[src/core/pcm_pkg.sv]
// constants, register map and state codes for the positioning completion monitor
package pcm_pkg;

  // register map (communication addresses)
  localparam logic [15:0] PCM_ADDR_BEHAVIOR = 16'h0160;
  localparam logic [15:0] PCM_ADDR_WIDTH    = 16'h016c;

  // reset values
  localparam logic [15:0] PCM_RST_BEHAVIOR  = 16'h0000;
  localparam logic [31:0] PCM_RST_WIDTH     = 32'h0000_3200;

  // completion behaviour setting fields: X in the low digit, Y in the next
  localparam int          PCM_LATCH_BIT     = 0;
  localparam int          PCM_ALARM_BIT     = 4;
  localparam logic [15:0] PCM_BEHAVIOR_MASK = 16'h0011;

  // digital output function code that selects the motion-complete flag
  localparam logic [7:0]  PCM_DO_CODE_MC    = 8'h17;

  // done_delay counts in milliseconds
  localparam int          PCM_CLK_PERIOD_NS = 5;
  localparam int          PCM_TICK_NS       = 1000000;
  localparam int          PCM_TICK_CYCLES   = PCM_TICK_NS / PCM_CLK_PERIOD_NS;
  localparam int          PCM_TICK_CNT_W    = 18;
  localparam int          PCM_DLY_W         = 16;

  // command-done sequencer states
  typedef enum logic [1:0]
  {
    PCM_DS_IDLE = 2'b00,
    PCM_DS_WAIT = 2'b01,
    PCM_DS_DONE = 2'b10
  } pcm_dstate_t;

endpackage

[src/core/pcm_done_delay.sv]
// command-done flag with optional millisecond delay after the profile ends
`timescale 1ns/100ps
module pcm_done_delay
  import pcm_pkg::*;
(
  input  wire logic                 clock,
  input  wire logic                 rst,
  input  wire logic                 tick,
  input  wire logic                 cmd_start,
  input  wire logic                 profile_done,
  input  wire logic [PCM_DLY_W-1:0] done_delay,
  output logic                      cmd_done_ff
);

  pcm_dstate_t          state_ff;
  pcm_dstate_t          nxt_state;
  logic [PCM_DLY_W-1:0] cnt_ff;
  logic [PCM_DLY_W-1:0] nxt_cnt;
  wire                  delay_met = (cnt_ff >= done_delay);

  // arm on a new command, count ms ticks once the profile has been output
  always_comb
  begin
    nxt_state = state_ff;
    nxt_cnt   = cnt_ff;
    unique case (state_ff)
      PCM_DS_IDLE:
      begin
        nxt_cnt = '0;
        if (profile_done)
          nxt_state = PCM_DS_WAIT;
      end
      PCM_DS_WAIT:
      begin
        if (delay_met)
          nxt_state = PCM_DS_DONE;
        else if (tick)
          nxt_cnt = cnt_ff + 1'b1;
      end
      PCM_DS_DONE: nxt_state = PCM_DS_DONE;
      default:     nxt_state = PCM_DS_IDLE;
    endcase
    // a new command wins over everything, flag drops at once
    if (cmd_start)
    begin
      nxt_state = PCM_DS_IDLE;
      nxt_cnt   = '0;
    end
  end

  always_ff @(posedge clock)
  begin
    if (rst)
    begin
      state_ff    <= PCM_DS_IDLE;
      cnt_ff      <= '0;
      cmd_done_ff <= 1'b0;
    end
    else
    begin
      state_ff    <= nxt_state;
      cnt_ff      <= nxt_cnt;
      cmd_done_ff <= (nxt_state == PCM_DS_DONE);
    end
  end

endmodule

[src/core/pcm_monitor.sv]
// positioning completion monitor: in-position, command-done, motion-complete, deviation fault
// Behaviour
// - motion-complete on output function code 0x17
// - latch 0: motion-complete follows its conditions
// - latch 1: motion-complete stays on once set
// - alarm field enables the deviation fault
// - new command clears done, in-position, complete
// - command-done after profile output plus delay
// - pulse-train: in-position when error below width
// - register mode: in-position when target-actual below width
// - latch 0: complete needs done and in-position
// - latch 1: complete set, kept after in-position drops
// - lost completion raises fault when enabled
`timescale 1ns/100ps
module pcm_monitor
  import pcm_pkg::*;
#(
  parameter int TICK_CYCLES = PCM_TICK_CYCLES
)
(
  input  wire logic                 clock,
  input  wire logic                 rst,
  input  wire logic [15:0]          reg_addr,
  input  wire logic                 reg_wr_en,
  input  wire logic [31:0]          reg_wdata,
  input  wire logic                 reg_rd_en,
  output logic      [31:0]          reg_rdata_ff,
  output logic                      reg_rd_valid_ff,
  input  wire logic                 internal_register_position_mode,
  input  wire logic                 cmd_start,
  input  wire logic                 profile_done,
  input  wire logic [PCM_DLY_W-1:0] done_delay,
  input  wire logic signed [31:0]   error_pulse_count,
  input  wire logic signed [31:0]   target_position,
  input  wire logic signed [31:0]   actual_position,
  input  wire logic [7:0]           do_function_select,
  input  wire logic                 fault_clear,
  output logic                      cmd_done_flag_ff,
  output logic                      in_position_flag_ff,
  output logic                      motion_complete_flag_ff,
  output logic                      position_deviation_fault_ff,
  output logic                      digital_output_ff
);

  ////////////////////////////////////////////////////////////////////////////
  // registers

  logic [15:0] completion_behavior_config_ff;
  logic [31:0] in_position_width_limit_ff;
  logic [31:0] nxt_rdata;

  wire hit_behavior = (reg_addr == PCM_ADDR_BEHAVIOR);
  wire hit_width    = (reg_addr == PCM_ADDR_WIDTH);
  wire latch_x      = completion_behavior_config_ff[PCM_LATCH_BIT];
  wire alarm_y      = completion_behavior_config_ff[PCM_ALARM_BIT];

  // read mux; unmapped addresses read as zero
  assign nxt_rdata = hit_behavior ? {16'h0000, completion_behavior_config_ff} :
                     hit_width    ? in_position_width_limit_ff : 32'h0000_0000;

  // only bit 0 of each of the two documented digits is kept, the rest reads zero
  always_ff @(posedge clock)
  begin
    if (rst)
    begin
      completion_behavior_config_ff <= PCM_RST_BEHAVIOR;
      in_position_width_limit_ff    <= PCM_RST_WIDTH;
    end
    else if (reg_wr_en)
    begin
      if (hit_behavior)
        completion_behavior_config_ff <= reg_wdata[15:0] & PCM_BEHAVIOR_MASK;
      if (hit_width)
        in_position_width_limit_ff <= reg_wdata;
    end
  end

  // read data comes one cycle after the strobe
  always_ff @(posedge clock)
  begin
    if (rst)
    begin
      reg_rdata_ff    <= 32'h0000_0000;
      reg_rd_valid_ff <= 1'b0;
    end
    else
    begin
      reg_rdata_ff    <= reg_rd_en ? nxt_rdata : 32'h0000_0000;
      reg_rd_valid_ff <= reg_rd_en;
    end
  end

  ////////////////////////////////////////////////////////////////////////////
  // millisecond enable and command-done

  logic [PCM_TICK_CNT_W-1:0] tick_cnt_ff;
  logic                      tick_ff;
  logic                      cmd_done;

  // free-running divider, one-cycle enable every millisecond
  always_ff @(posedge clock)
  begin
    if (rst)
    begin
      tick_cnt_ff <= '0;
      tick_ff     <= 1'b0;
    end
    else if (tick_cnt_ff == PCM_TICK_CNT_W'(TICK_CYCLES - 1))
    begin
      tick_cnt_ff <= '0;
      tick_ff     <= 1'b1;
    end
    else
    begin
      tick_cnt_ff <= tick_cnt_ff + 1'b1;
      tick_ff     <= 1'b0;
    end
  end

  pcm_done_delay pcm_done_delay_inst
  (
    .clock        (clock),
    .rst          (rst),
    .tick         (tick_ff),
    .cmd_start    (cmd_start),
    .profile_done (profile_done),
    .done_delay   (done_delay),
    .cmd_done_ff  (cmd_done)
  );

  ////////////////////////////////////////////////////////////////////////////
  // in-position, motion-complete and deviation fault

  // error source by mode; magnitude so both directions count the same
  wire signed [31:0] pos_diff  = target_position - actual_position;
  wire signed [31:0] err_sel   = internal_register_position_mode ? pos_diff
                                                                 : error_pulse_count;
  wire        [31:0] err_mag   = err_sel[31] ? 32'(-err_sel) : err_sel;
  wire               nxt_inpos = !cmd_start && (err_mag < in_position_width_limit_ff);
  wire               qualify   = cmd_done && in_position_flag_ff;

  // latched mode keeps the flag, plain mode follows both conditions
  wire nxt_mc = cmd_start ? 1'b0 :
                latch_x   ? (motion_complete_flag_ff | qualify) :
                            qualify;

  logic reached_ff;
  // completion lost after it was reached: in-position or plain flag drops
  wire lost      = reached_ff && (!in_position_flag_ff || (!latch_x && !motion_complete_flag_ff));
  wire fault_set = lost && alarm_y;
  wire nxt_fault = fault_set | (position_deviation_fault_ff & !fault_clear);
  wire nxt_dout  = (do_function_select == PCM_DO_CODE_MC) && nxt_mc;

  // a new command restarts the watch; set beats clear on the fault
  always_ff @(posedge clock)
  begin
    if (rst)
    begin
      in_position_flag_ff         <= 1'b0;
      motion_complete_flag_ff     <= 1'b0;
      reached_ff                  <= 1'b0;
      position_deviation_fault_ff <= 1'b0;
      digital_output_ff           <= 1'b0;
      cmd_done_flag_ff            <= 1'b0;
    end
    else
    begin
      in_position_flag_ff         <= nxt_inpos;
      motion_complete_flag_ff     <= nxt_mc;
      reached_ff                  <= !cmd_start && (reached_ff || motion_complete_flag_ff);
      position_deviation_fault_ff <= nxt_fault;
      digital_output_ff           <= nxt_dout;
      cmd_done_flag_ff            <= cmd_done && !cmd_start;
    end
  end
endmodule

[config.mk]
export PLATFORM = sky130hd
export DESIGN_NAME = pcm_monitor
export DESIGN_NICKNAME = d
export VERILOG_FILES = /design/src/core/pcm_pkg.sv /design/src/core/pcm_done_delay.sv /design/src/core/pcm_monitor.sv
export SDC_FILE = /design/constraint.sdc
export NUM_CORES = 1
export LEC_CHECK = 0
export BUFFER_PORTS_ARGS = -buffer_cell sky130_fd_sc_hd__buf_4
export CORE_MARGIN = 8
export CORE_UTILIZATION = 35
export CTS_BUF_LIST = sky130_fd_sc_hd__clkbuf_4 sky130_fd_sc_hd__clkbuf_8
export CTS_CLUSTER_DIAMETER = 40
export CTS_CLUSTER_SIZE = 24
export DETAILED_ROUTE_END_ITERATION = 8
export GPL_TIMING_DRIVEN = 0
export SETUP_SLACK_MARGIN = 0.4
export SYNTH_ARGS = -nofsm -noshare
export SYNTH_HDL_FRONTEND = slang
export SYNTH_SLANG_ARGS = --single-unit
[constraint.sdc]
create_clock -name clock -period 13.7 [get_ports clock]
set_input_delay 2.74 -clock clock [delete_from_list [all_inputs] [get_ports clock]]
set_output_delay 2.74 -clock clock [all_outputs]
set_load 0.005 [all_outputs]
Word-level counts from Yosys, hierarchy flattened

Cells that the tools add are included.

Word-level logic and storage cells: 75
Output and inout bits: 38
Register bits after elaboration: 111
Input bits: 176

Add/sub/neg operators: 4
Mux-type cells: 14
Bitwise gates (word level): 5
Reductions and logical operators: 24
Equal/unequal tests: 9
Magnitude comparators: 2

Operators by type and width:

| operator                                                         | number |
|---|---|
| 32-bit two-way mux                                               | 2 |
| 16-bit by 9-bit == test with 1-bit output, second input constant | 2 |
| 32-bit less-than comparator                                      | 1 |
| 16-bit two-way mux                                               | 2 |
| 32-bit negator                                                   | 1 |
| 16-bit case mux with 2 select lines                              | 1 |
| 32-bit subtractor                                                | 1 |
| 18-bit by 1-bit adder with 18-bit output, second input constant  | 1 |
| 18-bit == test, second input constant                            | 1 |
| 16-bit by 1-bit adder with 16-bit output, second input constant  | 1 |
| 16-bit greater-or-equal comparator                               | 1 |
| 5-bit two-way mux                                                | 2 |
| 8-bit by 5-bit == test with 1-bit output, second input constant  | 1 |
| 1-bit logical AND                                                | 8 |
| 2-bit two-way mux                                                | 3 |
| 2-bit case mux with 3 select lines                               | 1 |
| 2-bit OR reduction                                               | 3 |
| 1-bit logical NOT                                                | 5 |
| 2-bit == test, second input constant                             | 2 |
| 2-bit != test, second input constant                             | 2 |
| 2-bit AND reduction                                              | 2 |
| 4-bit OR reduction                                               | 1 |
| 1-bit two-way mux                                                | 3 |
| 3-bit AND reduction                                              | 1 |
| 7 further kinds                                                  | 10 |

Longest topological paths before layout

Gate-level depths: netlist of the first run.

Word-level depth: 6
Depth in mapped cells: 26
Depth with buffers taken out: 24

Hierarchy

Synthesis of the first run repeated with hierarchy kept, for this count alone.

Cells, all modules: 1,099
Area total of the unflattened synthesis: 8,415.6 sq um

Modules (own cells, without submodules):

| module         | instances | seq. area each (sq um) | cells each | area an instance (sq um) |
|---|---|---|---|---|
| pcm_monitor    | 1         | 1,841.8                | 920        | 6,939.2 |
| pcm_done_delay | 1         | 380.4                  | 179        | 1,476.4 |

Least setup slack after synthesis of the first run

OpenSTA, ideal clock, no wires.

Path kind: input to register
Start: input target_position[0]
End: register in_position_flag_ff
Cell stages on the path: 24
Setup time: 115 ps
Data arrival time: 6,754 ps
Slack: 6,832 ps
Cell sequence: inv_1 > ha_1 > inv_1 > fa_1 > nand3_2 > a211oi_2 > or3_1 > a221oi_1 > o2111ai_1 > a21o_1 > nand4bb_1 > a2111oi_4 > a31oi_1 > xnor2_1 > ha_1 > a21o_1 > a21o_1 > a21oi_1 > nor2b_1 > o21ai_0 > nand2b_1 > a21oi_1 > nor2b_1 > a2111oi_0

Longest elaborated chain between the ends: 6

RTL lines:

| element                         | RTL line           | RTL |
|---|---|---|
| start, declared                 | pcm_monitor.sv:34  | `input wire logic signed [31:0] target_position,` |
| 32-bit subtractor (*)           | pcm_monitor.sv:135 | `wire signed [31:0] pos_diff = target_position - actual_position;` |
| 32-bit two-way mux (*)          | pcm_monitor.sv:136 | `wire signed [31:0] err_sel = internal_register_position_mode ? pos_diff` |
| 32-bit negator                  | pcm_monitor.sv:138 | `wire [31:0] err_mag = err_sel[31] ? 32'(-err_sel) : err_sel;` |
| 32-bit two-way mux (*)          | pcm_monitor.sv:138 |  |
| 32-bit less-than comparator (*) | pcm_monitor.sv:139 | `wire nxt_inpos = !cmd_start && (err_mag < in_position_width_limit_ff);` |
| 1-bit logical AND (*)           | pcm_monitor.sv:139 |  |
| end signal, assigned            | pcm_monitor.sv:168 | `in_position_flag_ff <= nxt_inpos;` |
| end, declared                   | pcm_monitor.sv:39  | `output logic in_position_flag_ff,` |

Mark *: on every way between the ends. The rest lies on a longest branch, timed or not.
A chain may end at the register's enable or synchronous reset.

Worst setup path after layout of the first run

Start: input target_position[6]
End: register in_position_flag_ff

Same word-level chain as after synthesis.

==> metrics.txt, run 1 <==
Mean Syn Cell Area 7.71 um2; Final HPWL DP 22,800 um; top-count cell post-synth nand2_1; ANT cells 0; cell count of the worst reg-to-reg path 11; Post-synth EDFFs 0; TritonCTS clock tree built; CP Cell Sequence buf_4 -> ha_1 -> a21oi_2 -> o21ai_1 -> o21ai_0 -> nand4_1 -> a31oi_1 -> a21oi_1 -> xnor2_1 -> clkbuf_1 -> mux2i_1 -> a21oi_1 -> ha_1 -> inv_1 -> a31oi_1 -> o21a_1 -> o21a_1 -> o21a_1 -> o21ai_0 -> a21oi_1 -> a221oi_1 -> o41ai_1 -> a2111oi_0; Worst path max stage delay 480 ps; sequential area share after synthesis 25.6%; clk_skew 17.7 ps; Worst-Skew Late Latency 380 ps; DRC Markers 0; peak supply drop 0.0400 mV; Final Hold Viols 0; Syn Nets 1,383; max cap viols 0; routed wire length 26,600 um; slew margin rel. 44.9%; top cell family by delay on the critical path compound AO/OA/AOI/OAI gates; largest cells by area after synthesis dfxtp_1, ha_1, a21oi_1; effective utilization at floorplan 35.7%; # clock sinks 111; pre-CTS setup slack 5380 ps; final net count 1,607; max frequency 128 MHz; TritonRoute pass-1 iters 5; vias in the first global route 8,471; CP endpoint kind flop; Comb pwr share 37.4%; post-synthesis instance total 1,125; Rows 57; worst-path fanout max 10; RD Place Congestion 0.859; RSZ-0062 raised after global routing false; Net Sw Frac 35.2%; htree depth 3; clock slew seen by the registers of the worst setup and hold paths 110 ps; Routed Antenna Nets 0; Yosys reg bits 111; setup tns final 0 ps; post-CTS sizing 0; First DRT Iteration DRCs 417; clock tree buffer depth 2; CP max-delay cell clkbuf_1; die outline width 173 um; Die Area 30,100 um2; Die Y 173 um; IO Pins 214; post-synth top area cell dfxtp_1; wire per inst 15.9 um; largest net degree at the start of global routing 23; data required time at the worst endpoint 13,940 ps; total number of vias 8,583; Synth async-reset ratio 0%; worst slew pin tran 820 ps; post-route worst setup slack 5880 ps; Worst setup SP type input pin; Yosys top cell area share 25.6%; core area 24,300 um2; vias per cell 5.12; first-pass GRT wire length 43,000 um; Synth top cells by count nand2_1, dfxtp_1, a21oi_1, inv_1, ha_1; pwr dens 77.1 nW/um2; initial antenna violation count 0; Hold WC Path Type flop to flop; fin crit period 7820 ps; Primary FF master, synth dfxtp_1; WP depth 23; hold path cells 2; status complete, no violations; CTS Hold Buffers Added 0; Final setup viols 0; GRT Total Usage 17.2%; CP Data Arrival Time 8060 ps; area grow syn2layout 25.5%; Psw 0.295 mW; share of power burned in registers 38.8%; aggregate global routing overflow 0; clk root buf clkbuf_8; synth warn 0; TritonCTS Buffers 9; layout cells sized above 1 21.4%; mapped cell area 8680 um2; PortBufs 213; CP Buf/Inv Count 3; final period utilization 57.0%; Unique masters post-synth 78; LEAKAGE 4.60 nW; power share of the clock group 23.8%; fin. max-slew vios 0; Crit Path Category input pin to flop; Int Pwr 0.544 mW; Setup Fix Bufs, Post-CTS 0
[tightest hold or removal path, stage by stage (launching register included)]
cell and delay, ps:
dfxtp_1 330, nand2_1 50, a21oi_1 50
[kinds of logic (layout without fill, tap and decap cells)]
group / after synthesis / after routing / share of synthesized area (%)
AND/OR/NAND/NOR: 407 / 407 / 23.6
AO/OA/AOI/OAI: 294 / 294 / 22.7
buffers and inverters: 142 / 371 / 6.82
flip-flops: 111 / 111 / 25.6
adder cells (fa/ha/maj): 82 / 82 / 11.9
XOR/XNOR: 65 / 65 / 6.56
multiplexers: 24 / 24 / 2.81
[final cells by class]
cell class                      count  area, um2
Sequential cell                   111       2220
Tap cell                          324        405
Buffer                             46        231
Inverter                           96        360
Fill cell                        2507      13400
Multi-Input combinational cell    872       5860
Clock inverter                      7       80.1
Timing Repair Buffer              213       1600
Clock buffer                        9        124
[flip-flops by register name, summed over array words and instances, names as in the netlist]
register and flops:
tick_cnt_ff 18, digital_output_ff 1, motion_complete_flag_ff 1, pcm_done_delay_inst.cnt_ff 16, completion_behavior_config_ff 2, tick_ff 1, position_deviation_fault_ff 1, cmd_done_flag_ff 1
reached_ff 1, reg_rd_valid_ff 1, in_position_width_limit_ff 32, pcm_done_delay_inst.state_ff 2, pcm_done_delay_inst.cmd_done_ff 1, reg_rdata_ff 32, in_position_flag_ff 1
[metal layers]
layer	global-route usage [%]	vias to the layer above	routed length, um
li1	-	4457	-
met1	21.0	3910	12000
met2	30.5	196	13000
met3	3.22	20	1360
met4	3.81	0	337
met5	0	-	0
[stage by stage]
stage                     utilization [%]  hold slack, ps  area, um2  std cells  total power, mW
after CTS                            44.8             469      10900       1678            0.848
after detailed placement             43.9             450      10700       1662            0.647
after global routing                 44.8             486      10900       1678            0.898
final                                44.8             469      10900       1678            0.839
after global placement               43.9             442      10700       1662            0.641
after floorplan                         -             430       8680       1125            0.551
[worst paths after layout]
path | start | to | slack [ps]
max | target_position[6] | in_position_flag_ff | 5880
max reg2reg | pcm_done_delay_inst.cnt_ff[9] | pcm_done_delay_inst.cnt_ff[13] | 10380
min reg2reg | in_position_width_limit_ff[21] | in_position_width_limit_ff[21] | 470
min | in_position_width_limit_ff[21] | in_position_width_limit_ff[21] | 470
[placed cells by master (no fill, tap or decap), drive strengths merged, types with 31 or more instances in the layout]
master and count:
xnor2 34, nand4 32, a21oi 110, xor2 31, clkbuf 34, inv 101
ha 81, nand2 127, nor2 77, dfxtp 111, nor3 51, buf 234
o21ai 59
[power groups by stage]
stage,Sequential [mW],Clock [mW],Combinational [mW]
6_report,0.326,0.200,0.314
2_1_floorplan,0.332,0,0.218
3_5_place_dp,0.333,0,0.314
5_1_grt,0.326,0.218,0.353
3_3_place_gp,0.333,0,0.308
4_1_cts,0.326,0.207,0.316
No activity file was read; power rests on OpenSTA's default activity.
==> run 2: changes to the inputs <==
==> constraint.sdc (replaced) <==
create_clock -name clock -period 6.6 [get_ports clock]
set_input_delay 1.32 -clock clock [delete_from_list [all_inputs] [get_ports clock]]
set_output_delay 1.32 -clock clock [all_outputs]
set_load 0.005 [all_outputs]
==> metrics.txt, run 2 (synthesis results as in run 1) <==
largest net degree at the start of global routing 23 (unchanged); # clock sinks 111 (unchanged); IO Pins 214 (unchanged); peak supply drop 0.0835 mV (+110%); htree depth 3 (unchanged); most used cell, CP a21o_1; ANT cells 0 (unchanged); CP max-delay cell a2111oi_4; clock slew seen by the registers of the worst setup and hold paths 110 ps (about the same); Rows 57 (unchanged); area of the multi-input gates 5920 um2 (+1.0%); initial antenna violation count 0 (unchanged); final period utilization 88.1%; Reg-to-Reg End pcm_done_delay_inst.cnt_ff[13]; fill count 2,500 (-0.28%); CP endpoint kind flop; RSZ-0062 raised after global routing false; TritonCTS Buffers 9 (unchanged); fin crit period 5820 ps; total number of vias 8,582 (-0.012%); core area 24,300 um2 (unchanged); layout cells sized above 1 22.3% (+0.84 points); DRC Markers 0 (unchanged); status complete, no violations; area grow syn2layout 26.4%; first-pass GRT wire length 43,100 um (about the same); die outline width 173 um (unchanged); routed wire length 26,700 um (+0.10%); Hold EP in_position_width_limit_ff[21]; Routed Antenna Nets 0 (unchanged); cell count of the worst reg-to-reg path 11 (unchanged); total power 1.75 mW (+110%); First DRT Iteration DRCs 442 (+6.0%); final net count 1,610 (+0.19%); Die Area 30,100 um2 (unchanged); setup tns final 0 ps (unchanged); CP Buf/Inv Count 3 (unchanged); Final setup viols 0 (unchanged); worst-path fanout max 5 (-5); pwr dens 160 nW/um2 (+110%); # placed instances 1,662 (unchanged); fin. max-slew vios 0 (unchanged); hold path cells 2 (unchanged); effective utilization at floorplan 35.7% (unchanged); RD Place Congestion 0.859 (unchanged); Worst-Skew Late Latency 380 ps (about the same); PortBufs 213 (unchanged); vias per cell 5.11 (-0.19%); CP Data Arrival Time 6080 ps (-1980 ps); reg-to-reg setup timing slack 3290 ps (-7090 ps); clk_skew 16.2 ps (-1.52 ps); most common cell after layout, fill and taps aside buf_4; reg2reg start pcm_done_delay_inst.cnt_ff[9]; TritonCTS clock tree built; sequential cell area 2220 um2 (unchanged); Worst Hold Launch in_position_width_limit_ff[21]; most frequent cells in the layout buf_4, nand2_1, dfxtp_1; GRT Total Usage 17.2% (about the same); Hold WC Path Type flop to flop; worst slew pin tran 837 ps (+17.8 ps); Die Y 173 um (unchanged); Worst path max stage delay 490 ps (about the same); clk root buf clkbuf_8; vias in the first global route 8,470 (-0.012%); slew margin rel. 43.7% (-1.2 points); aggregate global routing overflow 0 (unchanged); TritonRoute pass-1 iters 5 (unchanged); Worst setup SP type input pin; Crit Path Category input pin to flop; max frequency 172 MHz; top flop regs in_position_width_limit_ff x32, reg_rdata_ff x32, tick_cnt_ff x18; data required time at the worst endpoint 6870 ps (-7070 ps); Final HPWL DP 22,800 um (unchanged); max cap viols 0 (unchanged); Final Hold Viols 0 (unchanged); top cell family by delay on the critical path compound AO/OA/AOI/OAI gates; final cell count without fillers 1,681 (+0.18%); CTS Hold Buffers Added 0 (unchanged); clock tree buffer depth 2 (unchanged); LEAKAGE 4.63 nW (+0.70%); wire per inst 15.9 um (about the same)
run 2: cell types whose count changed in the layout (fill, tap and decap cells not counted), moves of 2 or more:
| cell | before | now |
|---|---|---|
| a21oi_2 | 9 | 11 |
| buf_4 | 214 | 217 |
| a221oi_2 | 0 | 2 |
| a221oi_1 | 3 | 1 |
| a21oi_1 | 101 | 98 |
run 2: worst max-delay path by stage:
stage                   startpoint                   to  slack, ps  cells after the start
2_1_floorplan   target_position[0]  in_position_flag_ff       1150                     24
3_3_place_gp    target_position[6]  in_position_flag_ff       -300                     23
3_5_place_dp    target_position[6]  in_position_flag_ff       -300                     23
4_1_cts         target_position[6]  in_position_flag_ff        450                     23
5_1_grt        target_position[18]  in_position_flag_ff        440                     26
6_report        target_position[0]  in_position_flag_ff        780                     25
run 2: power breakdown:
group,leakage (nW),internal (mW),switching (mW)
Sequential,0.895,0.673,0.00332
Combinational,3.64,0.309,0.354
Clock,0.102,0.154,0.261
Total,4.63,1.14,0.619
run 2: metal layers:
layer,vias up,share of wire (%),track usage (%)
met2,185,49,30.6
met4,0,1.3,3.77
met5,-,0,0
li1,4461,-,-
met1,3916,45,21.1
met3,20,4.9,3.07
run 2: worst reg2reg max path, delay by kind of cell (launching register included):
kind / cells / cell delay, ps
compound gates: 7 / 1750
simple gates: 3 / 760
flops: 1 / 460
fa+ha+maj: 1 / 290
run 2: stage by stage:
step	hold WS [ps]	setup WS, ps	area [um2]	util (%)
after global routing	486	439	11000	45.1
after global placement	442	-302	10700	43.9
after detailed placement	450	-302	10700	43.9
after CTS	469	446	10900	44.8
after floorplan	430	1150	8680	-
final	468	785	11000	45.1
run 2: what timing repair did:
item | CTS | global route
gates resized for setup | 4 | 10
hold endpoints to repair | 0 | 0
endpoints found under the setup margin | 1 | 1
pin swaps | 0 | 3
buffers inserted | 0 | 3
run 2: area by class of cell:
class                   instances  area share, %
plain buffers                  46           2.12
clock buffers                   9           1.13
clock inverters                 7          0.730
inverters                      96           3.29
multi-input cells             872           54.0
flip-flops and latches        111           20.3
well taps                     324           3.70
repair buffers                216           14.8
==> run 3: changes to the inputs <==
--- a/config.mk
+++ b/config.mk
@@ -13,7 +13,10 @@
 export CTS_CLUSTER_SIZE = 24
 export DETAILED_ROUTE_END_ITERATION = 8
 export GPL_TIMING_DRIVEN = 0
+export PLACE_DENSITY_LB_ADDON = 0.08
 export SETUP_SLACK_MARGIN = 0.4
+export SLEW_MARGIN = 25
 export SYNTH_ARGS = -nofsm -noshare
 export SYNTH_HDL_FRONTEND = slang
+export SYNTH_HIERARCHICAL = 1
 export SYNTH_SLANG_ARGS = --single-unit
==> metrics.txt, run 3 <==
status complete, no violations; die outline width 171 um (-1.4%); Synth async-reset ratio 0% (unchanged); vias per cell 5.11 (about the same); top-count cell post-synth nand2_1; post-route worst setup slack 730 ps (-54.6 ps); Synth top cells by count nand2_1, dfxtp_1, a21oi_1, inv_1, ha_1; pwr dens 159 nW/um2 (-0.38%); max frequency 170 MHz (-0.93%); aggregate global routing overflow 0 (unchanged); largest cells by area after synthesis dfxtp_1, ha_1, nand2_1; Mean Syn Cell Area 7.66 um2 (-0.72%); effective utilization at floorplan 35.7% (+0.067 points); area grow syn2layout 26.8%; Final HPWL DP 22,300 um (-2.0%); # clock sinks 111 (unchanged); Yosys top cell area share 26.4% (+0.80 points); fill count 2,521 (+0.84%); vias in the first global route 8,171 (-3.5%); CP Data Arrival Time 6190 ps (+110 ps); sequential area share after synthesis 26.4% (+0.80 points); ANT cells 0 (unchanged); TritonRoute pass-1 iters 5 (unchanged); LEAKAGE 4.57 nW (-1.3%); layout cells sized above 1 20.7% (-1.5 points); first-pass GRT wire length 41,500 um (-3.6%); htree depth 3 (unchanged); Primary FF master, synth dfxtp_1; IO Pins 214 (unchanged); Rows 56 (-1.8%); area of the multi-input gates 5670 um2 (-4.2%); wire per inst 16.2 um (+2.0%); routed wire length 26,700 um (about the same); clock slew seen by the registers of the worst setup and hold paths 110 ps (about the same); synth warn 6 (+6); most common cell after layout, fill and taps aside buf_4; clk root buf clkbuf_8; max cap viols 0 (unchanged); GRT Total Usage 17.7% (+0.57 points); Hold WC Path Type flop to flop; sequential cell area 2220 um2 (unchanged); post-synthesis instance total 1,099 (-2.3%); peak supply drop 0.0874 mV (+4.7%); pre-CTS setup slack -779 ps (-478 ps); Yosys reg bits 111 (unchanged); RD Place Congestion 0.853 (-0.66%); data required time at the worst endpoint 6920 ps (+50 ps); largest net degree at the start of global routing 19 (-17%); slew margin rel. 30.4% (-13 points); Die Area 29,300 um2 (-2.7%); TritonCTS clock tree built; total power 1.70 mW (-3.1%); Crit Path Category input pin to flop; Post-synth EDFFs 0 (unchanged); clock tree buffer depth 2 (unchanged); Worst-Skew Late Latency 380 ps (about the same); initial antenna violation count 0 (unchanged); final period utilization 88.9% (+0.83 points); post-synth top area cell dfxtp_1; most frequent cells in the layout buf_4, nand2_1, dfxtp_1; mapped cell area 8420 um2 (-3.0%); Unique masters post-synth 78 (unchanged); fin crit period 5870 ps (+54.6 ps); final net count 1,582 (-1.7%); CP endpoint kind flop; worst slew pin tran 1040 ps (+198 ps); First DRT Iteration DRCs 535 (+21%); Final Hold Viols 0 (unchanged); worst-path fanout max 5 (unchanged); PortBufs 213 (unchanged); total number of vias 8,409 (-2.0%); DRC Markers 0 (unchanged); top flop regs in_position_width_limit_ff x32, reg_rdata_ff x32, tick_cnt_ff x18; Final setup viols 0 (unchanged); Worst setup SP type input pin; RSZ-0062 raised after global routing false; fin. max-slew vios 0 (unchanged); TritonCTS Buffers 9 (unchanged); Die Y 171 um (-1.4%); Syn Nets 1,357 (-1.9%); core area 23,500 um2 (-3.2%); Routed Antenna Nets 0 (unchanged); clk_skew 11.7 ps (-4.44 ps); CTS Hold Buffers Added 0 (unchanged)
-- run 3: kinds of logic (layout without fill, tap and decap cells) --
logic type | Yosys count | in the layout | share of synthesized area [%]
simple gates | 429 | 429 | 25.9
compound gates | 255 | 255 | 19.9
buf+inv | 140 | 369 | 6.54
flops | 111 | 111 | 26.4
fa+ha+maj | 82 | 82 | 12.3
xor+xnor | 57 | 57 | 5.93
mux | 25 | 25 | 3.02
-- run 3: layout make-up --
type,instances,share of cell area [%]
well taps,319,3.74
flip-flops and latches,111,20.8
plain buffers,42,1.89
clock inverters,5,0.610
repair buffers,214,15.1
inverters,98,3.45
multi-input cells,848,53.2
clock buffers,10,1.23
-- run 3: what timing repair did --
item                                    4_1_cts  5_1_grt
endpoints found under the setup margin        1        1
gates resized for setup                       4       15
pin swaps                                     0        1
buffers inserted                              0        1
-- run 3: stage by stage --
stage / setup TNS [ps] / utilization (%) / cell area, um2 / hold slack (ps) / cells
floorplan: 0 / - / 8420 / 430 / 1099
global placement: -676 / 44.2 / 10400 / 444 / 1631
detailed placement: -779 / 44.2 / 10400 / 447 / 1631
CTS: 0 / 45.1 / 10600 / 461 / 1646
global route: 0 / 45.3 / 10700 / 477 / 1647
finish: 0 / 45.3 / 10700 / 460 / 1647
-- run 3: final timing paths --
check,startpoint,to,slack (ps),depth (start not counted)
setup reg to reg,in_position_width_limit_ff[1],in_position_flag_ff,4260,11
hold / removal,in_position_width_limit_ff[18],in_position_width_limit_ff[18],460,2
setup / recovery,target_position[0],in_position_flag_ff,730,26
hold reg to reg,in_position_width_limit_ff[18],in_position_width_limit_ff[18],460,2
-- run 3: report_power, final --
group | switching [mW] | internal, mW | leakage, nW
clock | 0.237 | 0.183 | 0.101
sequential | 0.00292 | 0.672 | 0.895
combinational | 0.317 | 0.288 | 3.58
total | 0.557 | 1.14 | 4.57
-- run 3: routing by layer --
metal  vias up  part of all wire, %  track usage [%]
met4         0                 0.84             2.99
met2       159                   51             32.1
met5         -                    0                0
met3        14                  4.3             3.43
met1      3882                   44             21.7
li1       4354                    -                -
-- run 3: critical path: stages --
cell and delay, ps:
buf_4 110, inv_1 50, ha_1 160, inv_1 50, fa_1 420, a21o_1 240, a31o_2 280, a211o_1 330
a221oi_2 380, o311ai_1 190, a311oi_2 320, nor3b_4 300, inv_1 90, nor2_1 150, nor2_1 70, xnor2_1 130
ha_1 300, a21o_1 180, a221o_1 340, a21oi_1 140, nor2b_1 50, o21ai_0 140, nand2b_1 80, a21oi_1 120
o21ai_0 100, a21oi_1 150
